**config.mk**
```make
export PLATFORM = sky130hd
export DESIGN_NAME = mct_tx
export DESIGN_NICKNAME = d
export VERILOG_FILES = /design/src/hw/mct_pkg.sv /design/src/hw/mct_tx.sv
export SDC_FILE = /design/constraint.sdc
export NUM_CORES = 1
export LEC_CHECK = 0
export BUFFER_PORTS_ARGS = -buffer_cell sky130_fd_sc_hd__buf_2
export CAP_MARGIN = 30
export CORE_ASPECT_RATIO = 0.6
export CORE_MARGIN = 2
export CORE_UTILIZATION = 50
export CTS_CLUSTER_SIZE = 30
export DETAILED_ROUTE_END_ITERATION = 10
export MAX_ROUTING_LAYER = met4
export PLACE_DENSITY = 0.75
export SETUP_SLACK_MARGIN = 0.15
export SYNTH_ARGS = -nofsm -noshare
export SYNTH_HDL_FRONTEND = slang
export SYNTH_SLANG_ARGS = --single-unit
```
**constraint.sdc**
```tcl
create_clock -name CLK -period 5.35 [get_ports CLK]
set_clock_uncertainty 0.1 [all_clocks]
set_input_delay 0.535 -clock CLK [delete_from_list [all_inputs] [get_ports CLK]]
set_output_delay 0.535 -clock CLK [all_outputs]
set_load 0.01 [all_outputs]
```
**src/hw/mct_pkg.sv**
```systemverilog
// constants, register map and field layout of the Manchester transmitter slice
// assumes a byte-wide CPU data bus with 16-bit addresses and single-bit writes
//
// Contract
// Status register read-only; writes ignored.
// Status clears on reset or enable off.
// Busy flag set during transmission, cleared after.
// Busy stays set through back-to-back words.
// Software checks busy clear before reconfiguring.
// Three modes: stopped, Manchester, bit sequential.
// Stopped mode sends nothing, releases the pin.
// Mode bit 7 enables operation.
// Bit 4 first-bit order, bit 1 format.
// Bit 0 sets idle pin level.
// Software clears enable before changing mode bits.
// Reset values 10H and 00H; write widths.
// Base clock is peripheral clock over 2^code.
// Software clears enable before changing prescaler.
// Bit rate base/(2k), k at least 4.
// Count sets 1-8 bits; short words use low bits.
// Manchester halves with a mid-bit transition.
package mct_pkg;

  // -----------------------------------------------------------------
  // register addresses
  // -----------------------------------------------------------------
  localparam logic [15:0] ADDR_STATUS    = 16'hFF47;
  localparam logic [15:0] ADDR_MODE      = 16'hFF4C;
  localparam logic [15:0] ADDR_CLK_SEL   = 16'hFF4D;

  // -----------------------------------------------------------------
  // fields and reset values
  // -----------------------------------------------------------------
  localparam int          MODE_EN_BIT    = 7;
  localparam int          MODE_DIR_BIT   = 4;
  localparam int          MODE_FMT_BIT   = 1;
  localparam int          MODE_IDLE_BIT  = 0;
  localparam logic [7:0]  MODE_MASK      = 8'h93;
  localparam logic [7:0]  MODE_RESET     = 8'h10;
  localparam logic [2:0]  CLK_SEL_RESET  = 3'h0;
  localparam logic [2:0]  CLK_SEL_MAX    = 3'h5;
  localparam logic [4:0]  BAUD_K_MIN     = 5'h04;
  localparam logic [4:0]  PRE_ONES       = 5'h1F;
  localparam logic [6:0]  STATUS_ZEROS   = 7'h00;
  localparam logic [4:0]  CLK_SEL_ZEROS  = 5'h00;
  localparam logic [7:0]  READ_NONE      = 8'h00;

  typedef enum logic {ST_IDLE, ST_SEND} mct_state_t;

endpackage : mct_pkg

```
**src/hw/mct_tx.sv**
```systemverilog
// Manchester / bit-sequential serial transmitter with status, mode and prescaler registers
// assumes CPU bus signals and the transmit buffer strobe come from logic on CLK;
// baud field and bit count are held stable by software while enabled
`timescale 1ns/1ps
module mct_tx (
  input  wire logic        CLK,
  input  wire logic        SYS_RST,
  input  wire logic [15:0] BUS_ADDR,
  input  wire logic        BUS_WR,
  input  wire logic [7:0]  BUS_WDATA,
  input  wire logic        BUS_BWR,
  input  wire logic [2:0]  BUS_BSEL,
  input  wire logic        BUS_BVAL,
  input  wire logic        BUS_RD,
  output logic      [7:0]  BUS_RDATA,
  input  wire logic        TX_BUF_WR,
  input  wire logic [7:0]  TX_BUF_DATA,
  input  wire logic [2:0]  TX_BIT_COUNT,
  input  wire logic [4:0]  BAUD_K,
  output logic             CODED_OUT,
  output logic             CODED_OUT_EN_N
);

  // -----------------------------------------------------------------
  // state
  // -----------------------------------------------------------------
  logic [7:0]          mode_q,    mode_d;
  logic [2:0]          cks_q,     cks_d;
  logic [7:0]          rdata_q,   rdata_d;
  logic [4:0]          pre_q,     pre_d;
  mct_pkg::mct_state_t state_q,   state_d;
  logic [7:0]          word_q,    word_d;
  logic                pend_q,    pend_d;
  logic [7:0]          pdata_q,   pdata_d;
  logic [2:0]          pos_q,     pos_d;
  logic [2:0]          sent_q,    sent_d;
  logic [4:0]          hcnt_q,    hcnt_d;
  logic                half_q,    half_d;
  logic                out_q,     out_d;
  logic                oen_n_q,   oen_n_d;
  logic                en_d;
  logic                busy;
  logic [2:0]          cks_eff;
  logic [4:0]          pre_mask;
  logic                base_tick;
  logic [4:0]          k_last;
  logic                half_tick;
  logic                cur_bit;
  logic [2:0]          start_pos;

  // -----------------------------------------------------------------
  // register file
  // -----------------------------------------------------------------
  // status has no write path at all, so byte and bit writes to it fall away
  always_comb begin
    mode_d  = mode_q;
    cks_d   = cks_q;
    rdata_d = rdata_q;
    if (BUS_WR) begin
      if (BUS_ADDR == mct_pkg::ADDR_MODE) begin
        mode_d = BUS_WDATA & mct_pkg::MODE_MASK;
      end else if (BUS_ADDR == mct_pkg::ADDR_CLK_SEL) begin
        cks_d = BUS_WDATA[2:0];
      end
    end else if (BUS_BWR && BUS_ADDR == mct_pkg::ADDR_MODE) begin
      mode_d[BUS_BSEL] = BUS_BVAL;
      mode_d           = mode_d & mct_pkg::MODE_MASK;
    end
    if (BUS_RD) begin
      if (BUS_ADDR == mct_pkg::ADDR_STATUS) begin
        rdata_d = {busy, mct_pkg::STATUS_ZEROS};
      end else if (BUS_ADDR == mct_pkg::ADDR_MODE) begin
        rdata_d = mode_q;
      end else if (BUS_ADDR == mct_pkg::ADDR_CLK_SEL) begin
        rdata_d = {mct_pkg::CLK_SEL_ZEROS, cks_q};
      end else begin
        rdata_d = mct_pkg::READ_NONE;
      end
    end
  end

  // bit-select writes to the prescaler register are dropped: byte access only
  always_ff @(posedge CLK) begin
    if (SYS_RST) begin
      mode_q  <= mct_pkg::MODE_RESET;
      cks_q   <= mct_pkg::CLK_SEL_RESET;
      rdata_q <= mct_pkg::READ_NONE;
    end else begin
      mode_q  <= mode_d;
      cks_q   <= cks_d;
      rdata_q <= rdata_d;
    end
  end

  // -----------------------------------------------------------------
  // base clock prescaler and half-bit divider
  // -----------------------------------------------------------------
  // prohibited codes 6 and 7 fall back to the slowest legal setting
  assign cks_eff   = (cks_q > mct_pkg::CLK_SEL_MAX) ? mct_pkg::CLK_SEL_MAX : cks_q;
  assign pre_mask  = ~(mct_pkg::PRE_ONES << cks_eff);
  assign base_tick = ((pre_q & pre_mask) == pre_mask);
  assign k_last    = ((BAUD_K < mct_pkg::BAUD_K_MIN) ? mct_pkg::BAUD_K_MIN : BAUD_K) - 5'h01;
  assign half_tick = (state_q == mct_pkg::ST_SEND) && base_tick && (hcnt_q == k_last);
  assign pre_d     = pre_q + 5'h01;

  // -----------------------------------------------------------------
  // transmit sequencer
  // -----------------------------------------------------------------
  assign en_d      = mode_d[mct_pkg::MODE_EN_BIT];
  assign busy      = (state_q == mct_pkg::ST_SEND);
  assign cur_bit   = word_q[pos_q];
  // short words always take the low bits of the buffer
  assign start_pos = mode_q[mct_pkg::MODE_DIR_BIT] ? 3'h0 : TX_BIT_COUNT;

  always_comb begin
    state_d = state_q;
    word_d  = word_q;
    pend_d  = pend_q;
    pdata_d = pdata_q;
    pos_d   = pos_q;
    sent_d  = sent_q;
    hcnt_d  = hcnt_q;
    half_d  = half_q;
    if (!en_d) begin
      state_d = mct_pkg::ST_IDLE;
      pend_d  = 1'b0;
      hcnt_d  = 5'h00;
      half_d  = 1'b0;
    end else begin
      case (state_q)
        mct_pkg::ST_IDLE: begin
          if (TX_BUF_WR) begin
            state_d = mct_pkg::ST_SEND;
            word_d  = TX_BUF_DATA;
            pos_d   = start_pos;
            sent_d  = 3'h0;
            hcnt_d  = 5'h00;
            half_d  = 1'b0;
          end
        end
        mct_pkg::ST_SEND: begin
          if (TX_BUF_WR) begin
            pend_d  = 1'b1;
            pdata_d = TX_BUF_DATA;
          end
          if (base_tick) begin
            hcnt_d = hcnt_q + 5'h01;
          end
          if (half_tick) begin
            hcnt_d = 5'h00;
            half_d = ~half_q;
            if (half_q) begin
              if (sent_q == TX_BIT_COUNT) begin
                pos_d  = start_pos;
                sent_d = 3'h0;
                if (pend_q) begin
                  word_d = pdata_q;
                  pend_d = TX_BUF_WR;
                end else if (TX_BUF_WR) begin
                  word_d = TX_BUF_DATA;
                  pend_d = 1'b0;
                end else begin
                  state_d = mct_pkg::ST_IDLE;
                end
              end else begin
                sent_d = sent_q + 3'h1;
                pos_d  = mode_q[mct_pkg::MODE_DIR_BIT] ? pos_q + 3'h1 : pos_q - 3'h1;
              end
            end
          end
        end
        default: state_d = mct_pkg::ST_IDLE;
      endcase
    end
  end

  // -----------------------------------------------------------------
  // pin drive
  // -----------------------------------------------------------------
  // manchester: first half carries the inverted bit, second half the bit, so 1 is low-to-high
  always_comb begin
    oen_n_d = ~mode_q[mct_pkg::MODE_EN_BIT];
    if (mode_q[mct_pkg::MODE_EN_BIT] && busy) begin
      if (mode_q[mct_pkg::MODE_FMT_BIT]) begin
        out_d = cur_bit;
      end else begin
        out_d = half_q ? cur_bit : ~cur_bit;
      end
    end else begin
      out_d = mode_q[mct_pkg::MODE_IDLE_BIT];
    end
  end

  // one register stage for every output keeps the pin glitch free
  always_ff @(posedge CLK) begin
    if (SYS_RST) begin
      pre_q   <= 5'h00;
      state_q <= mct_pkg::ST_IDLE;
      word_q  <= 8'h00;
      pend_q  <= 1'b0;
      pdata_q <= 8'h00;
      pos_q   <= 3'h0;
      sent_q  <= 3'h0;
      hcnt_q  <= 5'h00;
      half_q  <= 1'b0;
      out_q   <= 1'b0;
      oen_n_q <= 1'b1;
    end else begin
      pre_q   <= pre_d;
      state_q <= state_d;
      word_q  <= word_d;
      pend_q  <= pend_d;
      pdata_q <= pdata_d;
      pos_q   <= pos_d;
      sent_q  <= sent_d;
      hcnt_q  <= hcnt_d;
      half_q  <= half_d;
      out_q   <= out_d;
      oen_n_q <= oen_n_d;
    end
  end

  assign BUS_RDATA      = rdata_q;
  assign CODED_OUT      = out_q;
  assign CODED_OUT_EN_N = oen_n_q;
endmodule : mct_tx

```
Word-level counts from Yosys, hierarchy flattened
Index checks and enable logic that the tools add are counted.
Word-level totals
  register bits after elaboration: 56
  memories kept: 0
  memory bits (read-only): 0
  bits in latches: 0
  output and inout bits: 10
  input bits: 50
  logic and storage cells: 114
  bits in writable memories: 0
Operators by class
  shift operators: 1
  equal/unequal tests: 12
  multiply operators: 0
  magnitude comparators: 5
  muxes and demuxes: 53
  bitwise logic cells: 8
  reduce and logical (&&, ||, !) cells: 14
  $add $sub $neg: 6
  divide/modulo/power cells: 0
Operators by type and width (number)
  8-bit 2-to-1 mux: 10
  16-bit == test (second input constant): 3
  3-bit 2-to-1 mux: 12
  5-bit 2-to-1 mux: 4
  1-bit 2-to-1 mux: 18
  8-bit case mux with 2 select lines: 1
  3-bit case mux with 2 select lines: 2
  5-bit by 1-bit adder with 5-bit output (second input constant): 2
  5-bit == test: 2
  5-bit case mux with 2 select lines: 1
  8-bit bitwise mux: 1
  3-bit by 4-bit < comparator with 1-bit output (second input constant): 2
  2-bit by 1-bit != test with 1-bit output (second input constant): 4
  4-bit AND reduction: 2
  3-bit by 1-bit adder with 3-bit output (second input constant): 2
  1-bit NOT: 6
  2-bit AND reduction: 3
  3-bit AND reduction: 2
  5-bit AND: 1
  1-bit logical AND: 5
  5-bit by 3-bit < comparator with 1-bit output (second input constant): 1
  5-bit NOT: 1
  5-bit by 3-bit left shift with 5-bit output (first input constant): 1
  5-bit by 1-bit subtractor with 5-bit output (second input constant): 1
  11 further kinds: 12

Depth between registers and ports, before layout
Gate-level depths: netlist of the first run.
  word-level depth: 10
  depth in mapped cells: 10

Least setup slack after synthesis of the first run
No wires, ideal clock.
  kind: in2reg
  start: in BAUD_K[4]
  end: reg pos_q[0]
  setup slack: 2048 ps
  path buffers: 0
  data arrival time: 3128 ps
  cell stages on the path: 9
  required time: 5176 ps
  cell sequence: o31ai_1 -> ha_1 -> or3b_2 -> a211oi_1 -> nand4_1 -> nor4b_1 -> o21ai_2 -> or4b_1 -> a31oi_1
Between the ends
  cells in the longest elaborated chain, start to end: 7
Ends and longest elaborated chain
  from (decl): RTL line mct_tx.sv:19  | input wire logic [4:0] BAUD_K,
  5-bit by 3-bit < comparator with 1-bit output: RTL line mct_tx.sv:102  | assign k_last = ((BAUD_K < mct_pkg::BAUD_K_MIN) ? mct_pkg::BAUD_K_MIN : BAUD_K) - 5'h01;
  5-bit 2-to-1 mux (*): RTL line mct_tx.sv:102
  5-bit by 1-bit subtractor with 5-bit output (*): RTL line mct_tx.sv:102
  5-bit == test (*): RTL line mct_tx.sv:103  | assign half_tick = (state_q == mct_pkg::ST_SEND) && base_tick && (hcnt_q == k_last);
  1-bit logical AND (*): RTL line mct_tx.sv:103
  2-bit by 1-bit != test with 1-bit output (no source line) (*)
  4-bit AND reduction (no source line) (*)
  to (signal assigned): RTL line mct_tx.sv:214  | pos_q <= pos_d;
  to (decl): RTL line mct_tx.sv:35  | logic [2:0] pos_q, pos_d;
Every way passes the cells marked *; elsewhere a longest branch is shown, timed or not.
A chain may end at the register's enable or synchronous reset.

Worst setup path in the final report of the first run
Same ends and word-level chain as after synthesis.

==> results of run 1 <==
final timing paths:
kind / from / end / slack, ns / cells after the start
worst max register to register: pre_q[2]$_SDFF_PP0_ / pos_q[0]$_SDFFE_PP0P_ / 2.76 / 7
worst min-delay path: BUS_WDATA[2] / cks_q[2]$_SDFFE_PP0P_ / 0.36 / 3
worst max-delay path: BAUD_K[4] / pos_q[0]$_SDFFE_PP0P_ / 1.88 / 10
worst min register to register: mode_q[0]$_SDFFE_PP0P_ / CODED_OUT$_SDFF_PP0_ / 0.37 / 2
worst min-delay path, stage by stage:
cell and delay, ns:
buf_2 0.08, mux2i_1 0.05, nor2_1 0.07
where the power goes:
part | internal, mW | total [mW] | switching (mW)
logic | 0.0256 | 0.0557 | 0.0301
clock network | 0.138 | 0.263 | 0.126
registers | 0.374 | 0.376 | 0.00182
logic make-up after synthesis:
kind of cell               count (synthesis)  share of synthesized area, %
buffers and inverters                     34                          5.37
muxes                                     18                          8.05
xor gates and xnor gates                  18                          6.15
AOI/OAI and AO/OA                         59                          15.8
adders and majority gates                  5                          2.73
DFF                                       50                          39.0
and+or+nand+nor                          113                          22.8
cell type report:
class	instances	area (µm²)
multi-input combinational	213	1430
clock buffer	5	68.8
fill	471	2030
inverter	20	75.1
sequential	50	1000
timing repair buffer	56	280
tap	66	82.6
clock inverter	2	38.8
flip-flops by register name (all words and copies together) (netlist names):
register / flops
pos_q: 3
half_q: 1
sent_q: 3
mode_q: 4
pre_q: 5
hcnt_q: 5
BUS_RDATA: 6
busy: 1
CODED_OUT: 1
pdata_q: 8
pend_q: 1
CODED_OUT_EN_N: 1
cks_q: 3
word_q: 8
cell usage after synthesis (2+ instances only):
cell type  count
nand3_1       12
o31ai_1        2
nor2_1        34
nand2b_1      13
inv_1         20
nor2b_1        4
or4b_1         2
mux2i_1       15
or3_1          3
mux4_2         2
o21ai_0       11
buf_2          2
dfxtp_1       50
ha_1           4
a221oi_1       9
or4_1          2
a21oi_1       16
nand2_1       18
nand4b_1       2
clkbuf_1      10
nor3_1         5
nand4_1        7
xor2_1         9
nor3b_1        4
o22ai_1        8
buf_4          2
xnor2_1        9
stage by stage:
step	instance area [µm²]	util [%]	instances	hold slack, ns	power [mW]
2_1_floorplan	2560	-	297	0.316	0.413
3_3_place_gp	2860	57.2	405	0.350	0.438
3_5_place_dp	2860	57.2	405	0.348	0.440
4_1_cts	2970	59.4	412	0.357	0.700
5_1_grt	2970	59.4	412	0.388	0.719
6_report	2970	59.4	412	0.358	0.695
metal layers:
layer | vias up | GRT usage, % | routed length [µm]
li1 | 1147 | - | -
met1 | 1026 | 31.5 | 2930
met2 | 38 | 31.0 | 2220
met3 | 3 | 4.58 | 256
met4 | 0 | 3.62 | 32
met5 | - | - | 0
==> run metrics, run 1 <==
number of buffers created by CTS 5; Final WS setup 1.88 ns; hold_buf cts 0; Post-Route WL 5.44 mm; first-pass detailed-route iteration total 4; io pins 60; gp weighted congestion 0.811; vias in the first global route 2054; EDFF count, synth 0; Synth Net Count 352; fmax 0.288 GHz; first-pass GRT wire length 9.32 mm; Yosys top cell area share 39.0%; synth-to-layout area growth 15.9%; post-synthesis sequential area ratio 39.0%; Port Buffers 56; critical path class input pin to register; Die Y 59.5 µm; worst relative slew slack 49.5%; worst vdd ir 0.123 mV; initial cell density of the core 51.2%; status finished, final reports clean; asr flop ratio synth 0%; Synth cell types 49; initial DRC count 62; Vias/cell 5.37; GRT overflow 0; CP top delay family simple AND/OR/NAND/NOR gates; Final ANT Viol Nets 0; Fin. Hold Viols 0; cells after synthesis 297; commonest cells after routing, fill and taps aside 56 x buf_2, 50 x dfxtp_1, 34 x nor2_1; leak pwr 1.15 nW; Synth area leaders dfxtp_1 39%, mux2i_1 5.9%, nor2_1 5.0%, nand2b_1 3.2%, a21oi_1 3.1%; clock transition at the registers of the reported paths 0.09 ns; RSZ-0062 raised after global routing false; setup tns final 0 ns; Worst path max stage delay 0.50 ns; initial antenna violation count 0; Yosys reg bits 50; Buf/Inv on CP 1; Clock Path Buffers 2; syn_area_per_cell 8.63 µm²; min cycle time layout 3.47 ns; Row Count 20; Critical Path AT 3.60 ns; area leader, netlist dfxtp_1; core area 5000 µm²; worst skew pair latency 0.30 ns; GRT Total Usage 21.5%; Startpoint Class input pin; CP Max Fanout 9; ant diodes 0; HPWL Detailed 4.14 mm; CP max stage cell nor4b_1; min-delay worst type input pin to register; DRC viols 0; largest net degree at the start of global routing 43; crit share post-route 64.9%; H-tree depth 2; die width 96.4 µm; synth warn 0; CP Cell Sequence buf_2, o31ai_1, ha_1, or3b_2, a211oi_1, nand4_1, nor4b_1, o21ai_2, or4b_1, a31oi_1; Pwr Density 234 nW/µm²; die area 5730 µm²; Place WS 1.58 ns; Max Cap Violations 0; CP required 5.48 ns; post-CTS sizing 0; ys flop type dfxtp_1; via count 2214; Clock Sinks 50; Final setup viols 0; WL/cell 13.2 µm; layout cells sized above 1 20.8%; fin. max-slew vios 0; Slew @ Worst Pin 0.758 ns; final net count 401; CTS tree done; CP endpoint kind register; area of the mapped netlist 2560 µm²; clk root buf clkbuf_8; most common cell after layout, fill and taps aside buf_2; Setup Fix Bufs, Post-CTS 0
No activity file was read; power rests on OpenSTA's default activity.
==> run 2, diff against run 1 <==
==> constraint.sdc (replaced) <==
create_clock -name CLK -period 3.6 [get_ports CLK]
set_clock_uncertainty 0.1 [all_clocks]
set_input_delay 0.36 -clock CLK [delete_from_list [all_inputs] [get_ports CLK]]
set_output_delay 0.36 -clock CLK [all_outputs]
set_load 0.01 [all_outputs]
==> run metrics, run 2 (synthesis results as in run 1) <==
final net count 402 (+0.25%); largest net degree at the start of global routing 43 (unchanged); Final ANT Viol Nets 0 (unchanged); hold_buf cts 0 (unchanged); GR Util met1 31.6% (+0.18 points); initial antenna violation count 0 (unchanged); Final setup viols 0 (unchanged); Setup Fix Bufs, Post-CTS 0 (unchanged); first-pass GRT wire length 9.43 mm (+1.2%); Stages on worst setup path 11 (+1); gp weighted congestion 0.782 (-3.6%); CP endpoint kind register; hold path depth 3 (unchanged); number of buffers created by CTS 5 (unchanged); initial DRC count 113 (+82%); Max Cap Violations 0 (unchanged); fmax 0.314 GHz; core area 5000 µm² (unchanged); initial cell density of the core 51.2% (unchanged); via count 2299 (+3.8%); Critical Path AT 3.32 ns (-0.28 ns); CP Max Fanout 9 (unchanged); CTS tree done; Startpoint Class input pin; first-pass detailed-route iteration total 4 (unchanged); Die Y 59.5 µm (unchanged); Fin. Hold Viols 0 (unchanged); worst vdd ir 0.248 mV (+100%); Clock Sinks 50 (unchanged); Place WS 0.144 ns (-1.44 ns); critical path class input pin to register; die area 5730 µm² (unchanged); WL/cell 13.8 µm (+4.8%); Final WS setup 0.413 ns (-1.47 ns); commonest cells after routing, fill and taps aside 56 x buf_2, 50 x dfxtp_1, 34 x nor2_1; Vias/cell 5.55 (+3.3%); CP top delay family simple AND/OR/NAND/NOR gates; M2 GR Usage 32.3% (+1.4 points); CP Cell Sequence buf_2, o31ai_1, ha_1, or3b_2, a211oi_1, nand4_1, nor4b_1, buf_4, o21ai_2, or4b_1, a31oi_1; RSZ-0062 raised after global routing false; Pwr Density 328 nW/µm² (+40%); leak pwr 1.15 nW (about the same); CP required 3.73 ns (-1.75 ns); setup tns final 0 ns (unchanged); H-tree depth 2 (unchanged); Port Buffers 56 (unchanged); GRT Total Usage 22.2% (+0.77 points); CP max stage cell or4b_1; crit share post-route 88.5%; total power 970 µW (+40%); Row Count 20 (unchanged); Post-Route WL 5.73 mm (+5.3%); Placed Cells 406 (+0.25%); worst skew pair latency 0.31 ns (about the same); synth-to-layout area growth 15.4%; min cycle time layout 3.19 ns; Buf/Inv on CP 2 (+1); final core utilization 59.1% (-0.25 points); GRT overflow 0 (unchanged); Worst path max stage delay 0.51 ns (about the same); routing usage on met3 4.58% (unchanged); most common cell after layout, fill and taps aside buf_2; Slew @ Worst Pin 0.740 ns (-0.0178 ns); clock transition at the registers of the reported paths 0.09 ns (about the same); worst relative slew slack 50.6% (+1.2 points); vias in the first global route 2044 (-0.49%); die width 96.4 µm (unchanged); layout cells sized above 1 21.3% (+0.46 points); fin. max-slew vios 0 (unchanged); clk root buf clkbuf_8; min-delay worst type input pin to register; post-CTS sizing 0 (unchanged); status finished, final reports clean; Top Usage Layer GRT met2; DRC viols 0 (unchanged); io pins 60 (unchanged); ant diodes 0 (unchanged); HPWL Detailed 4.35 mm (+5.0%); Clock Path Buffers 2 (unchanged); fin cells 414 (+0.49%); FF-to-FF path depth 8 (+1)
-- run 2: cell types whose count changed in the layout (fill, tap and decap cells not counted), sizes merged --
cell    previous run  this run
bufinv             1         0
clkinv             1         2
inv               20        21
buf               56        57
-- run 2: path summary, 6_finish.rpt --
| check | start | slack [ns] | endpoint |
|---|---|---|---|
| worst min register to register | BUS_RDATA[1]$_SDFFE_PP0P_ | 0.38 | BUS_RDATA[1]$_SDFFE_PP0P_ |
| worst max register to register | pre_q[2]$_SDFF_PP0_ | 1.02 | pos_q[0]$_SDFFE_PP0P_ |
| worst min-delay path | BUS_WDATA[2] | 0.19 | cks_q[2]$_SDFFE_PP0P_ |
| worst max-delay path | BAUD_K[4] | 0.41 | pos_q[0]$_SDFFE_PP0P_ |
-- run 2: worst reg2reg max path: stages, from the launching register on --
cell     delay, ns
dfxtp_1       0.42
nand3_1       0.13
o21ai_0       0.18
nand4_1       0.27
nor4b_1       0.39
buf_4         0.18
o21ai_2       0.13
or4b_1        0.51
a31oi_1       0.19
-- run 2: area by class of cell --
| type | instances | area (µm²) |
|---|---|---|
| Multi-Input combinational cell | 213 | 1430 |
| Clock buffer | 5 | 68.8 |
| Fill cell | 457 | 2050 |
| Clock inverter | 3 | 18.8 |
| Inverter | 20 | 75.1 |
| Timing Repair Buffer | 57 | 288 |
| Tap cell | 66 | 82.6 |
| Sequential cell | 50 | 1000 |
-- run 2: through the flow --
step	hold slack [ns]	area, µm²
final	0.187	2960
after global routing	0.210	2960
after CTS	0.185	2960
after detailed placement	0.363	2870
after global placement	0.348	2870
after floorplan	0.316	2560
-- run 2: per-layer routing --
| layer | vias up | wire [µm] |
|---|---|---|
| li1 | 1146 | - |
| met1 | 1063 | 2840 |
| met2 | 77 | 2430 |
| met3 | 13 | 380 |
| met4 | 0 | 79 |
| met5 | - | 0 |
-- run 2: report_power, final --
part	internal (mW)	switching, mW	total (mW)
Sequential	0.555	0.00293	0.558
Clock	0.137	0.192	0.330
Combinational	0.0379	0.0446	0.0825
